==> config.mk <==
export PLATFORM = sky130hd
export DESIGN_NAME = adcpm_dev_flat
export DESIGN_NICKNAME = d
export VERILOG_FILES = /design/src/inc/adcpm_pkg.sv /design/src/inc/adcpm_link_if.sv /design/src/hdl/adcpm_dev.sv /design/src/flat_wrapper.sv
export SDC_FILE = /design/constraint.sdc
export NUM_CORES = 1
export LEC_CHECK = 0
export BUFFER_PORTS_ARGS = -buffer_cell sky130_fd_sc_hd__buf_2
export CAP_MARGIN = 5
export CELL_PAD_IN_SITES_DETAIL_PLACEMENT = 1
export CELL_PAD_IN_SITES_GLOBAL_PLACEMENT = 1
export CORE_ASPECT_RATIO = 0.8
export CORE_UTILIZATION = 47
export DETAILED_ROUTE_END_ITERATION = 6
export HOLD_SLACK_MARGIN = 0.05
export MAX_ROUTING_LAYER = met4
export PLACE_DENSITY = 0.83
export SLEW_MARGIN = 20
export SYNTH_ARGS = -nofsm -noshare
export SYNTH_HDL_FRONTEND = slang
export SYNTH_SLANG_ARGS = --single-unit
==> constraint.sdc <==
create_clock -name ref_clk -period 5.3 [get_ports ref_clk]
set_input_delay 0.53 -clock ref_clk [delete_from_list [all_inputs] [get_ports ref_clk]]
set_output_delay 0.53 -clock ref_clk [all_outputs]
set_load 0.01 [all_outputs]
==> src/inc/adcpm_pkg.sv <==
// shared constants and types for the converter mode and power control link
package adcpm_pkg;

  // word layout: leading zeros then the conversion result
  localparam int unsigned DATA_W        = 12;
  localparam int unsigned WORD_W        = 16;
  localparam int unsigned CNT_W         = 5;

  // serial clock falling edge counts within one frame
  localparam logic [4:0]  EDGE_PD_MIN   = 5'h02;
  localparam logic [4:0]  EDGE_AWAKE    = 5'h0A;
  localparam logic [4:0]  EDGE_TRACK    = 5'h0D;
  localparam logic [4:0]  EDGE_LAST     = 5'h10;
  localparam logic [4:0]  EDGE_SLEEP    = 5'h08;

  // timing on the 125 MHz reference clock
  localparam int unsigned CLK_NS        = 8;
  localparam int unsigned POWERUP_NS    = 1000;
  localparam int unsigned POWERUP_CYC   = POWERUP_NS / CLK_NS;
  localparam int unsigned QUIET_NS      = 100;
  localparam int unsigned QUIET_CYC     = (QUIET_NS + CLK_NS - 1) / CLK_NS;
  localparam int unsigned SCLK_HALF_CYC = 10;
  localparam int unsigned SYNC_LAG_CYC  = 4;

  typedef enum logic {
    PWR_NORMAL,
    PWR_DOWN
  } adcpm_pwr_e;

  typedef enum logic [1:0] {
    FRAME_CONVERT,
    FRAME_SLEEP,
    FRAME_WAKE
  } adcpm_frame_e;

  typedef enum logic [2:0] {
    HST_IDLE,
    HST_LEAD,
    HST_CLOCK,
    HST_TAIL,
    HST_QUIET
  } adcpm_hst_e;

endpackage : adcpm_pkg

==> src/inc/adcpm_link_if.sv <==
// serial link between the host port and the converter control
`timescale 1ns/1ns
interface adcpm_link_if;
  logic frame_sel_n;
  logic sclk;
  logic serial_out;
  logic serial_out_oe;

  modport dev (
    input  frame_sel_n,
    input  sclk,
    output serial_out,
    output serial_out_oe
  );

  modport host (
    output frame_sel_n,
    output sclk,
    input  serial_out,
    input  serial_out_oe
  );
endinterface : adcpm_link_if

==> src/hdl/adcpm_dev.sv <==
// converter end: frame decode, serial result shifter and power state control
`timescale 1ns/1ns
module adcpm_dev
  import adcpm_pkg::*;
#(
  parameter int unsigned POWERUP_CYCLES = adcpm_pkg::POWERUP_CYC
) (
  // clock and reset
  input  wire logic                           ref_clk,
  input  wire logic                           sys_rst,
  // serial link
  adcpm_link_if.dev                           link,
  // converter core side
  input  wire logic [adcpm_pkg::DATA_W-1:0]   sample_data,
  input  wire logic                           start_in_sleep,
  // status
  output logic                                analog_on,
  output logic                                fully_powered,
  output logic                                track_mode,
  output logic                                power_down,
  // result
  output logic [adcpm_pkg::DATA_W-1:0]        conv_result,
  output logic                                conv_valid,
  output logic                                conv_abort
);
  import adcpm_pkg::*;

  localparam int unsigned PW = $clog2(POWERUP_CYCLES + 1);

  logic                fs_s1_r;
  logic                fs_s2_r;
  logic                fs_d_r;
  logic                ck_s1_r;
  logic                ck_s2_r;
  logic                ck_d_r;
  logic                fs_fall;
  logic                fs_rise;
  logic                ck_fall;
  logic                ck_rise;
  logic                in_frame_r;
  logic                wake_r;
  logic                wake_nxt;
  logic                boot_r;
  logic                good_r;
  logic                first_edge_r;
  logic [CNT_W-1:0]    cnt_r;
  logic [WORD_W-1:0]   sh_r;
  logic [DATA_W-1:0]   held_r;
  logic [PW-1:0]       pwr_cnt_r;
  adcpm_pwr_e          pwr_r;
  adcpm_pwr_e          pwr_nxt;

  // two flops on both pins before any decode
  always_ff @(posedge ref_clk) begin
    if (sys_rst) begin
      fs_s1_r <= 1'h1;
      fs_s2_r <= 1'h1;
      fs_d_r  <= 1'h1;
      ck_s1_r <= 1'h1;
      ck_s2_r <= 1'h1;
      ck_d_r  <= 1'h1;
    end else begin
      fs_s1_r <= link.frame_sel_n;
      fs_s2_r <= fs_s1_r;
      fs_d_r  <= fs_s2_r;
      ck_s1_r <= link.sclk;
      ck_s2_r <= ck_s1_r;
      ck_d_r  <= ck_s2_r;
    end
  end

  assign fs_fall = fs_d_r & ~fs_s2_r;
  assign fs_rise = ~fs_d_r & fs_s2_r;
  // clock edges count only inside a frame
  assign ck_fall = ck_d_r & ~ck_s2_r & in_frame_r & ~fs_s2_r;
  assign ck_rise = ~ck_d_r & ck_s2_r & in_frame_r & ~fs_s2_r;

  // frame tracking and falling edge count
  always_ff @(posedge ref_clk) begin
    if (sys_rst) begin
      in_frame_r <= 1'h0;
      cnt_r      <= 5'h00;
    end else if (fs_fall) begin
      in_frame_r <= 1'h1;
      cnt_r      <= 5'h00;
    end else if (fs_rise) begin
      in_frame_r <= 1'h0;
    end else if (ck_fall && cnt_r < EDGE_LAST) begin
      cnt_r      <= cnt_r + 5'h01;
    end
  end

  // next power state, decided only when a started frame ends
  always_comb begin
    pwr_nxt  = pwr_r;
    wake_nxt = wake_r;
    if (fs_fall) begin
      wake_nxt = (pwr_r == PWR_DOWN);
    end else if (fs_rise && in_frame_r) begin
      wake_nxt = 1'h0;
      if (wake_r) begin
        pwr_nxt = (cnt_r < EDGE_AWAKE) ? PWR_DOWN : PWR_NORMAL;
      end else if (cnt_r >= EDGE_PD_MIN && cnt_r < EDGE_AWAKE) begin
        pwr_nxt = PWR_DOWN;
      end else begin
        pwr_nxt = PWR_NORMAL;
      end
    end
  end

  // start mode is caught from the strap one edge after reset release
  always_ff @(posedge ref_clk) begin
    if (sys_rst) begin
      boot_r <= 1'h1;
      pwr_r  <= PWR_NORMAL;
      wake_r <= 1'h0;
    end else if (boot_r) begin
      boot_r <= 1'h0;
      pwr_r  <= start_in_sleep ? PWR_DOWN : PWR_NORMAL;
    end else begin
      pwr_r  <= pwr_nxt;
      wake_r <= wake_nxt;
    end
  end

  // analog supply: on in normal mode and for the length of a wake frame
  always_ff @(posedge ref_clk) begin
    if (sys_rst) begin
      analog_on  <= 1'h0;
      power_down <= 1'h0;
    end else if (boot_r) begin
      analog_on  <= ~start_in_sleep;
      power_down <= start_in_sleep;
    end else begin
      analog_on  <= (pwr_nxt == PWR_NORMAL) | wake_nxt;
      power_down <= (pwr_nxt == PWR_DOWN);
    end
  end

  // power-up timer restarts whenever the analog side is switched off
  always_ff @(posedge ref_clk) begin
    if (sys_rst || !analog_on) begin
      pwr_cnt_r     <= '0;
      fully_powered <= 1'h0;
    end else if (pwr_cnt_r == PW'(POWERUP_CYCLES)) begin
      fully_powered <= 1'h1;
    end else begin
      pwr_cnt_r     <= pwr_cnt_r + PW'(1);
    end
  end

  // sampling stage: track at start, hold from select fall
  always_ff @(posedge ref_clk) begin
    if (sys_rst) begin
      track_mode   <= 1'h1;
      first_edge_r <= 1'h0;
    end else if (fs_fall) begin
      track_mode   <= 1'h0;
      first_edge_r <= (pwr_r == PWR_DOWN);
    end else if (fs_rise && in_frame_r) begin
      track_mode   <= (pwr_nxt == PWR_NORMAL);
      first_edge_r <= 1'h0;
    end else if (first_edge_r && (ck_fall || ck_rise)) begin
      track_mode   <= 1'h1;
      first_edge_r <= 1'h0;
    end else if (ck_rise && cnt_r >= EDGE_TRACK) begin
      track_mode   <= 1'h1;
    end
  end

  // result shifter: zero at select fall, one bit per clock fall up to the fifteenth, output released at the sixteenth
  always_ff @(posedge ref_clk) begin
    if (sys_rst) begin
      link.serial_out    <= 1'h0;
      link.serial_out_oe <= 1'h0;
      sh_r               <= '0;
      held_r             <= '0;
    end else if (fs_fall) begin
      link.serial_out    <= 1'h0;
      link.serial_out_oe <= 1'h1;
      sh_r               <= {{(WORD_W-DATA_W-1){1'h0}}, sample_data, 1'h0};
      held_r             <= sample_data;
    end else if (fs_rise) begin
      link.serial_out    <= 1'h0;
      link.serial_out_oe <= 1'h0;
    end else if (ck_fall && cnt_r < EDGE_LAST) begin
      if (cnt_r == EDGE_LAST - 5'h01) begin
        link.serial_out    <= 1'h0;
        link.serial_out_oe <= 1'h0;
      end else begin
        link.serial_out    <= sh_r[WORD_W-1];
        sh_r               <= {sh_r[WORD_W-2:0], 1'h0};
      end
    end
  end

  // only frames begun fully powered and not waking give valid data
  always_ff @(posedge ref_clk) begin
    if (sys_rst) begin
      good_r      <= 1'h0;
      conv_valid  <= 1'h0;
      conv_abort  <= 1'h0;
      conv_result <= '0;
    end else begin
      conv_valid <= 1'h0;
      conv_abort <= 1'h0;
      if (fs_fall) begin
        good_r <= (pwr_r == PWR_NORMAL) & fully_powered;
      end else if (fs_rise && in_frame_r && cnt_r < EDGE_LAST) begin
        conv_abort <= 1'h1;
      end else if (ck_fall && cnt_r == EDGE_LAST - 5'h01 && good_r) begin
        conv_valid  <= 1'h1;
        conv_result <= held_r;
      end
    end
  end

endmodule : adcpm_dev

==> src/flat_wrapper.sv <==
// flat-port wrapper written by rule: the top's interface ports become plain ports
module adcpm_dev_flat import adcpm_pkg::*;
#(
  parameter int unsigned POWERUP_CYCLES = adcpm_pkg::POWERUP_CYC
)
  (ref_clk, sys_rst, sample_data, start_in_sleep, analog_on, fully_powered, track_mode, power_down, conv_result, conv_valid, conv_abort, link_frame_sel_n, link_sclk, link_serial_out, link_serial_out_oe);
  adcpm_link_if link_i ();
  input  wire logic ref_clk;
  input  wire logic sys_rst;
  input  wire logic [adcpm_pkg::DATA_W-1:0] sample_data;
  input  wire logic start_in_sleep;
  output logic analog_on;
  output logic fully_powered;
  output logic track_mode;
  output logic power_down;
  output logic [adcpm_pkg::DATA_W-1:0] conv_result;
  output logic conv_valid;
  output logic conv_abort;
  input wire logic [$bits(link_i.frame_sel_n)-1:0] link_frame_sel_n;
  input wire logic [$bits(link_i.sclk)-1:0] link_sclk;
  output wire logic [$bits(link_i.serial_out)-1:0] link_serial_out;
  output wire logic [$bits(link_i.serial_out_oe)-1:0] link_serial_out_oe;
  assign link_i.frame_sel_n = link_frame_sel_n;
  assign link_i.sclk = link_sclk;
  assign link_serial_out = link_i.serial_out;
  assign link_serial_out_oe = link_i.serial_out_oe;
  adcpm_dev #(.POWERUP_CYCLES(POWERUP_CYCLES)) u_core (.ref_clk(ref_clk), .sys_rst(sys_rst), .link(link_i), .sample_data(sample_data), .start_in_sleep(start_in_sleep), .analog_on(analog_on), .fully_powered(fully_powered), .track_mode(track_mode), .power_down(power_down), .conv_result(conv_result), .conv_valid(conv_valid), .conv_abort(conv_abort));
endmodule
==> results.json, run 1 <==
{
  "status": "finished, final reports clean",
  "fin_crit_ps": 2320,
  "place_ws_ps": 3010,
  "grt_pass1_vias": 2180,
  "cp-end-kind": "flip-flop",
  "hold_viol": 0,
  "power.density_nw_per_um2": 303,
  "cts_tree": "yes",
  "holdBufCountCts": 0,
  "wl_um": 6330,
  "synth_area_sq_um": 2820,
  "synth-xor-area-share_pct": 2.80,
  "clk_pin_slew_ps": 70,
  "synth_cells": 286,
  "first_pass_iters": 4,
  "p_sw_share_pct": 23.2,
  "total_power_mw": 0.964,
  "cts_resized": 0,
  "yosysWarningCount": 0,
  "start_util_pct": 50.2,
  "grtUsageTotal_pct": 22.5,
  "final_cells": 398,
  "yosysTopAreaCell": "dfxtp_1",
  "fin_worst_skew_ps": 12.2,
  "via_count": 2155,
  "min_path_type": "input port to flip-flop",
  "power_frac_comb_pct": 6.1,
  "dieArea_sq_um": 6320,
  "antenna_found_initial": 0,
  "ys_ff_latch": 70,
  "io_buffers": 36,
  "synth_cell_types": 41,
  "crit_type": "flip-flop to flip-flop",
  "worstSkewPairLatency_ps": 340,
  "grt_pass1_wl_um": 10400,
  "cts_setup_buffers": 0,
  "gp_routability_congestion": 0.758,
  "clock_sinks": 70,
  "setup_slack_ps": 2980,
  "cts_max_level": 3,
  "area_delta_synth_final_pct": 12.6,
  "synthSimpleGateAreaFrac_pct": 14.6,
  "slowest_delay_ps": 420,
  "antennaDiodeCount": 0,
  "synthArstFlopShare_pct": 0,
  "vias_per_cell": 5.41,
  "utilization_pct": 56.6,
  "ir_worst_vdd_v": 0.000297,
  "crit_arrival_ps": 2490,
  "syn_area_per_cell_sq_um": 9.86,
  "drive_above_1_share_pct": 17.5,
  "slowest_stage": "buf_4",
  "leakage_nw": 1.32,
  "clkPwrFrac_pct": 36.9,
  "synth_top_family_by_area": "simple AND/OR/NAND/NOR gates",
  "synth_mux_area_share_pct": 13.5,
  "synth_top_area_share_pct": 49.7,
  "start_kind": "flip-flop",
  "detail-route-antenna-nets": 0,
  "synthTopCellsByCount": "dfxtp_1 (70), mux2i_1 (38), nor2_1 (36), a21oi_1 (24), a211oi_1 (14)",
  "max_slew_margin_pct": 38.7,
  "synth_nets": 310,
  "hpwl_um": 4260,
  "p_int_mw": 0.741,
  "num_rows": 24,
  "rsz0062_at_grt": "false",
  "path_cells": "inv_1 > ha_1 > buf_4 > inv_1 > o31ai_1 > buf_4 > and2_1 > a211oi_1",
  "root_buffer": "clkbuf_8",
  "first_iter_violations": 43,
  "die_h_um": 71.3,
  "core_sq_um": 5620,
  "clk_path_buf_depth": 2,
  "drt-wirelength-per-cell_um": 15.9,
  "worst_pin_slew_ps": 919,
  "period_share_pct": 43.8,
  "power.share.sequential_pct": 57.0,
  "synth_area_leaders": "dfxtp_1 (50%), mux2i_1 (13%), nor2_1 (4.8%), a21oi_1 (4.3%), a211oi_1 (3.7%)",
  "setup_viol": 0,
  "drc_errors": 0,
  "die_x_um": 88.6,
  "yosysSeqAreaShare_pct": 49.7,
  "worstPathRequired_ps": 5470,
  "synth.most_common_cell": "dfxtp_1",
  "layout.nets": 341,
  "post-place-cells": 384,
  "fin_setup_tns_ps": 0,
  "ios": 37,
  "max_freq_mhz": 431,
  "grt_overflow": 0,
  "synth_fa_ha_area_share_pct": 3.11,
  "p_switching_mw": 0.223,
  "numCtsBuffers": 9,
  "synth-edff-count": 0,
  "synth_compound_gate_area_share_pct": 11.6,
  "slew_violations": 0,
  "drv_cap": 0,
  "worstPathMaxFanout": 29,
  "grt_max_degree": 53,
  "ys.flop_type": "dfxtp_1"
}
## per-stage QoR
stage | instance area, sq um | hold slack, ps
2_1_floorplan | 2820 | 389
3_3_place_gp | 3020 | 396
3_5_place_dp | 3020 | 407
4_1_cts | 3180 | 364
5_1_grt | 3180 | 379
6_report | 3180 | 379
## placed cells by master (no fill, tap or decap), drive strengths merged, types with 6 or more instances in the layout
master and n:
a211oi 14, a21oi 24, buf 38, clkbuf 12
dfxtp 70, ha 7, inv 11, mux2i 38
nand2 8, nand3 7, nor2 36, xnor2 6
## per-layer routing
metal / track usage (%) / wire (um)
met2: 36.1 / 3100
met4: 7.17 / 52
met5: - / 0
met3: 5.30 / 244
met1: 28.2 / 2930
## area by class of cell
class | count | area (sq um)
clock buffers | 12 | 145
well taps | 78 | 97.6
clock inverters | 2 | 10.0
multi-input cells | 187 | 1290
repair buffers | 38 | 195
inverters | 11 | 41.3
flip-flops and latches | 70 | 1400
fillers | 671 | 2440
## registers in the layout, indices dropped and copies added, names as in the netlist, 5 cells and up
register            count
u_core.held_r          12
u_core.conv_result     12
u_core.cnt_r            5
u_core.sh_r            15
u_core.pwr_cnt_r        7
## logic make-up after synthesis
kind of cell	count (synthesis)
AND/OR/NAND/NOR	81
flip-flops	70
AO/OA/AOI/OAI	52
multiplexers	38
buffers and inverters	29
XOR/XNOR	9
adder cells (fa/ha/maj)	7
## critical path: cells and delay by family (launching register included)
| kind | cells | cell delay, ps |
|---|---|---|
| compound gates | 2 | 250 |
| simple gates | 1 | 420 |
| buf+inv | 4 | 920 |
| flops | 1 | 340 |
| fa+ha+maj | 1 | 220 |
## path summary, 6_finish.rpt
check / cells past startpoint / to / slack (ps) / startpoint
worst min-delay path: 2 / u_core.fs_s1_r / 380 / link_frame_sel_n
worst min register to register: 1 / u_core.ck_s2_r / 430 / u_core.ck_s1_r
worst max register to register: 8 / u_core.sh_r[8] / 2980 / u_core.fs_s2_r
worst max-delay path: 8 / u_core.sh_r[8] / 2980 / u_core.fs_s2_r
## power by group through the flow
stage | clock [mW] | sequential (mW) | combinational [mW]
floorplan | 0 | 0.558 | 0.0400
global placement | 0 | 0.560 | 0.0565
detailed placement | 0 | 0.560 | 0.0590
CTS | 0.369 | 0.549 | 0.0600
global route | 0.384 | 0.550 | 0.0661
finish | 0.356 | 0.549 | 0.0590
Note: power is estimated with default switching activity, not from simulation.
==> run 2, diff against run 1 <==
- CORE_UTILIZATION: 47 -> 44
- PLACE_DENSITY: 0.83 -> 0.78
- clock period: 5.3 -> 2.2 ns (I/O delays scaled with it)
==> results.json, run 2 (synthesized netlist as in run 1, its figures left out) <==
{
  "reg2regPathDepth": 7,
  "crit_type": "flip-flop to flip-flop",
  "slew_violations": 0,
  "drv_cap": 0,
  "path_cells": "ha_1 > and3_1 > ha_1 > inv_1 > or4_4 > mux2i_1 > nor2_1",
  "fin_crit_ps": 2070,
  "period_share_pct": 94.0,
  "layout_common_cells": "dfxtp_1 (70), mux2i_1 (38), nor2_1 (36), buf_2 (36), a21oi_1 (24)",
  "max_freq_mhz": 484,
  "hold_depth": 2,
  "num_rows": 25,
  "clkPwrFrac_pct": 44.8,
  "core_sq_um": 6040,
  "power.share.sequential_pct": 49.6,
  "antenna_found_initial": 0,
  "setup_viol": 0,
  "largest_reg_flops": 15,
  "power.density_nw_per_um2": 793,
  "crit_buf_inv": 1,
  "p_sw_share_pct": 22.5,
  "first_iter_violations": 80,
  "rsz0062_at_grt": "false",
  "drc_errors": 0,
  "ir_worst_vdd_v": 0.000436,
  "status": "finished, final reports clean",
  "stdcell_area_sq_um": 3360,
  "root_buffer": "clkbuf_8",
  "worstPathMaxFanout": 13,
  "cts_tree": "yes",
  "io_buffers": 36,
  "cts_setup_buffers": 0,
  "worstHoldStart": "start_in_sleep",
  "grt_max_degree": 44,
  "die_x_um": 91.5,
  "first_pass_iters": 4,
  "gp_routability_congestion": 0.754,
  "cp-end-kind": "flip-flop",
  "cpMostUsedCell": "ha_1",
  "final_common_cell": "dfxtp_1",
  "slowest_delay_ps": 580,
  "hold_viol": 0,
  "ios": 37,
  "grt_pass1_wl_um": 10600,
  "p_int_mw": 2.07,
  "clk_pin_slew_ps": 80,
  "hpwl_um": 4310,
  "worst_pin_slew_ps": 477,
  "wl_um": 6470,
  "max_slew_margin_pct": 67.9,
  "power_frac_comb_pct": 5.7,
  "cts_resized": 0,
  "vias_per_cell": 5.19,
  "grt_pass1_vias": 2165,
  "start_util_pct": 46.7,
  "clk_path_buf_depth": 2,
  "r2r_start": "u_core.cnt_r[1]",
  "numCtsBuffers": 9,
  "slowest_stage": "or4_4",
  "p_switching_mw": 0.599,
  "start_kind": "flip-flop",
  "min_path_type": "input port to flip-flop",
  "area_delta_synth_final_pct": 19.2,
  "die_h_um": 73.6,
  "rrSetupSlack_ps": 130,
  "antennaDiodeCount": 0,
  "drt-wirelength-per-cell_um": 15.5,
  "clock_sinks": 70,
  "fin_setup_tns_ps": 0,
  "fillers": 698,
  "reg_top3": "u_core.sh_r (15), u_core.conv_result (12), u_core.held_r (12)",
  "via_count": 2160,
  "worstSkewPairLatency_ps": 360,
  "utilization_pct": 55.7,
  "cts_max_level": 3,
  "timing.rr.end": "u_core.conv_result[8]",
  "path_delay_family": "simple AND/OR/NAND/NOR gates",
  "layout.nets": 354,
  "holdPathEnd": "u_core.analog_on",
  "detail-route-antenna-nets": 0,
  "leakage_nw": 1.42,
  "fin_worst_skew_ps": 8.96,
  "worstPathRequired_ps": 2430,
  "grt_overflow": 0,
  "crit_arrival_ps": 2300,
  "hold_slack_ps": 85.6,
  "drive_above_1_share_pct": 21.2,
  "placed_area_sq_um": 3110,
  "dieArea_sq_um": 6740,
  "largest-register": "u_core.sh_r",
  "grtUsageTotal_pct": 21.5
}
## run 2: cell types whose count changed in the layout (fill, tap and decap cells not counted), sizes merged
| cell | change |
|---|---|
| dlygate4sd3 | +2 |
| bufinv | +2 |
| clkbuf | -1 |
| clkinvlp | +1 |
| buf | +11 |
## run 2: layout make-up
| class | instances | area [sq um] | area share (%) |
|---|---|---|---|
| sequential | 70 | 1400 | 41.7 |
| multi-input combinational | 187 | 1290 | 38.3 |
| timing repair buffer | 51 | 298 | 8.86 |
| clock buffer | 11 | 151 | 4.50 |
| tap | 81 | 101 | 3.02 |
| clock inverter | 5 | 81.3 | 2.42 |
| inverter | 11 | 41.3 | 1.23 |
## run 2: power by group through the flow
stage | combinational [mW] | clock [mW] | sequential (mW)
after CTS | 0.153 | 1.22 | 1.32
after global placement | 0.144 | 0 | 1.35
final | 0.151 | 1.19 | 1.32
after floorplan | 0.0964 | 0 | 1.35
after global routing | 0.169 | 1.27 | 1.32
after detailed placement | 0.149 | 0 | 1.35
## run 2: routing by layer
layer / track usage, % / part of all wire [%] / vias up
met4: 8.47 / 1.6 / 0
li1: - / - / 1088
met3: 5.59 / 3.9 / 13
met2: 33.2 / 47 / 34
met1: 27.3 / 48 / 1025
met5: - / 0 / -
## run 2: worst max-delay path by stage
| stage | startpoint | to | slack, ps | cells after the start |
|---|---|---|---|---|
| after global routing | u_core.cnt_r[1] | u_core.conv_result[9] | 20 | 7 |
| after detailed placement | u_core.cnt_r[1] | u_core.conv_result[8] | 6 | 7 |
| final | u_core.cnt_r[1] | u_core.conv_result[8] | 130 | 7 |
| after global placement | u_core.cnt_r[1] | u_core.conv_result[2] | 150 | 7 |
| after CTS | u_core.cnt_r[1] | u_core.conv_result[8] | 110 | 7 |
| after floorplan | u_core.cnt_r[1] | u_core.conv_result[0] | 170 | 9 |
## run 2: repair_timing
action	4_1_cts	5_1_grt
hold buffers	2	0
endpoints found under the hold margin	2	0
setup endpoints to repair	1	0
## run 2: metrics by stage
stage,instances,setup slack (ps),power [mW]
final,416,132,2.67
after global routing,416,20.9,2.76
after global placement,398,153,1.49
after detailed placement,398,6.12,1.50
after CTS,416,114,2.70
after floorplan,286,166,1.44
==> run 3, diff against run 2 <==
- ABC_AREA: default -> 1
- CORE_MARGIN: default -> 1.5
- CORE_UTILIZATION: 44 -> 42
==> results.json, run 3 <==
{
  "status": "finished, final reports clean",
  "drive_above_1_share_pct": 22.0,
  "cts_setup_buffers": 0,
  "slew_violations": 0,
  "largest-register": "u_core.sh_r",
  "grt_overflow": 0,
  "final_common_cell": "nand2_1",
  "power.density_nw_per_um2": 739,
  "setup_viol": 0,
  "synth_nets": 397,
  "start_util_pct": 43.0,
  "vias_per_cell": 4.94,
  "drc_errors": 0,
  "drt-wirelength-per-cell_um": 14.1,
  "detail-route-antenna-nets": 0,
  "yosysSeqAreaShare_pct": 47.8,
  "wl_um": 7120,
  "grt_pass1_wl_um": 11900,
  "final_cells": 506,
  "first_iter_violations": 52,
  "die_h_um": 77.8,
  "leakage_nw": 1.48,
  "cts_resized": 0,
  "fin_worst_skew_ps": 9.70,
  "antennaDiodeCount": 0,
  "holdBufCountCts": 2,
  "core_sq_um": 6820,
  "synth_top_area_share_pct": 47.8,
  "root_buffer": "clkbuf_8",
  "period_share_pct": 86.5,
  "worst_pin_slew_ps": 439,
  "synth_cells": 373,
  "yosysWarningCount": 0,
  "rsz0062_at_grt": "false",
  "grtUsageTotal_pct": 21.3,
  "synth-edff-count": 0,
  "die_x_um": 96.4,
  "seqCellArea_sq_um": 1400,
  "io_buffers": 36,
  "cp-end-kind": "flip-flop",
  "max_freq_mhz": 525,
  "reg_top3": "u_core.sh_r (15), u_core.conv_result (12), u_core.held_r (12)",
  "worstSkewPairLatency_ps": 350,
  "antenna_found_initial": 0,
  "clock_sinks": 70,
  "multi_input_area_sq_um": 1290,
  "worstPathMaxFanout": 25,
  "ir_worst_vdd_v": 0.000328,
  "dieArea_sq_um": 7500,
  "clk_path_buf_depth": 2,
  "ys.flop_type": "dfxtp_1",
  "area_delta_synth_final_pct": 16.2,
  "post-place-cells": 488,
  "hold_viol": 0,
  "fin_crit_ps": 1900,
  "synth.most_common_cell": "nand2_1",
  "clk_pin_slew_ps": 80,
  "cts_tree": "yes",
  "first_pass_iters": 4,
  "grt_pass1_vias": 2582,
  "numCtsBuffers": 9,
  "synth_area_leaders": "dfxtp_1 (48%), nand2_1 (11%), a21oi_1 (7.0%), inv_1 (4.9%), o21ai_0 (4.3%)",
  "ys_ff_latch": 70,
  "start_kind": "flip-flop",
  "worstPathRequired_ps": 2430,
  "synthArstFlopShare_pct": 0,
  "crit_type": "flip-flop to flip-flop",
  "max_slew_margin_pct": 70.7,
  "drv_cap": 0,
  "yosysTopAreaCell": "dfxtp_1",
  "ios": 37,
  "fin_setup_tns_ps": 0,
  "layout.nets": 438,
  "num_rows": 27,
  "gp_routability_congestion": 0.781,
  "via_count": 2498,
  "fillers": 862,
  "layout_common_cells": "nand2_1 (86), dfxtp_1 (70), a21oi_1 (41), inv_1 (38), buf_2 (36)",
  "synthTopCellsByCount": "nand2_1 (86), dfxtp_1 (70), a21oi_1 (41), inv_1 (38), o21ai_0 (25)",
  "cts_max_level": 3,
  "largest_reg_flops": 15,
  "synth_area_sq_um": 2930,
  "min_path_type": "input port to flip-flop",
  "hpwl_um": 4920,
  "synth_cell_types": 28,
  "syn_area_per_cell_sq_um": 7.87,
  "crit_arrival_ps": 2130,
  "grt_max_degree": 27
}
==> run 3: kinds of logic after synthesis <==
kind of cell / Yosys count / synth area share [%]
adders and majority gates: 7 / 2.98
xor gates and xnor gates: 5 / 1.49
AOI/OAI and AO/OA: 78 / 14.8
buffers and inverters: 54 / 8.15
and+or+nand+nor: 159 / 24.9
DFF: 70 / 47.8
==> run 3: per-layer routing <==
layer  GRT usage [%]  wire, um  vias up
met3            6.18       231        8
met4            5.22        61        0
met2            36.9      3650       33
li1                -         -     1278
met1            23.8      3180     1179
met5               -         0        -
==> run 3: critical path, stage by stage, from the launching register on <==
cell	delay (ps)
dfxtp_1	440
ha_1	210
inv_1	60
nor2_1	120
ha_1	190
inv_1	100
nor2_1	140
nand4_2	80
buf_4	210
o21ai_0	180
a21oi_1	60
==> run 3: path summary, 6_finish.rpt <==
path	startpoint	to	slack, ps	cells after the start
setup / recovery	u_core.cnt_r[1]	u_core.conv_result[1]	300	10
hold / removal	sys_rst	u_core.boot_r	130	1
setup reg to reg	u_core.cnt_r[1]	u_core.conv_result[1]	300	10
hold reg to reg	u_core.ck_s1_r	u_core.ck_s2_r	420	1
==> run 3: area by class of cell <==
type                       instances  area share [%]
sequential                        70            41.1
inverter                          40            4.48
timing repair buffer              44            7.19
clock buffer                      10            4.04
clock inverter                     6            2.06
multi-input combinational        249            37.9
tap                               87            3.19
==> run 3: power breakdown <==
| group | switching (mW) | internal [mW] | leakage [nW] |
|---|---|---|---|
| logic | 0.0884 | 0.0497 | 0.814 |
| clock network | 0.516 | 0.560 | 0.0951 |
| registers | 0.0153 | 1.29 | 0.568 |
| total | 0.620 | 1.90 | 1.48 |
==> run 3: through the flow <==
step	hold slack [ps]	worst slack [ps]	instance area, sq um	power (mW)	util (%)
4_1_cts	122	284	3410	2.55	50.0
5_1_grt	134	15.6	3410	2.61	50.0
6_report	132	297	3410	2.52	50.0
3_5_place_dp	408	332	3180	1.47	46.6
3_3_place_gp	399	434	3180	1.46	46.6
2_1_floorplan	248	538	2930	1.42	-
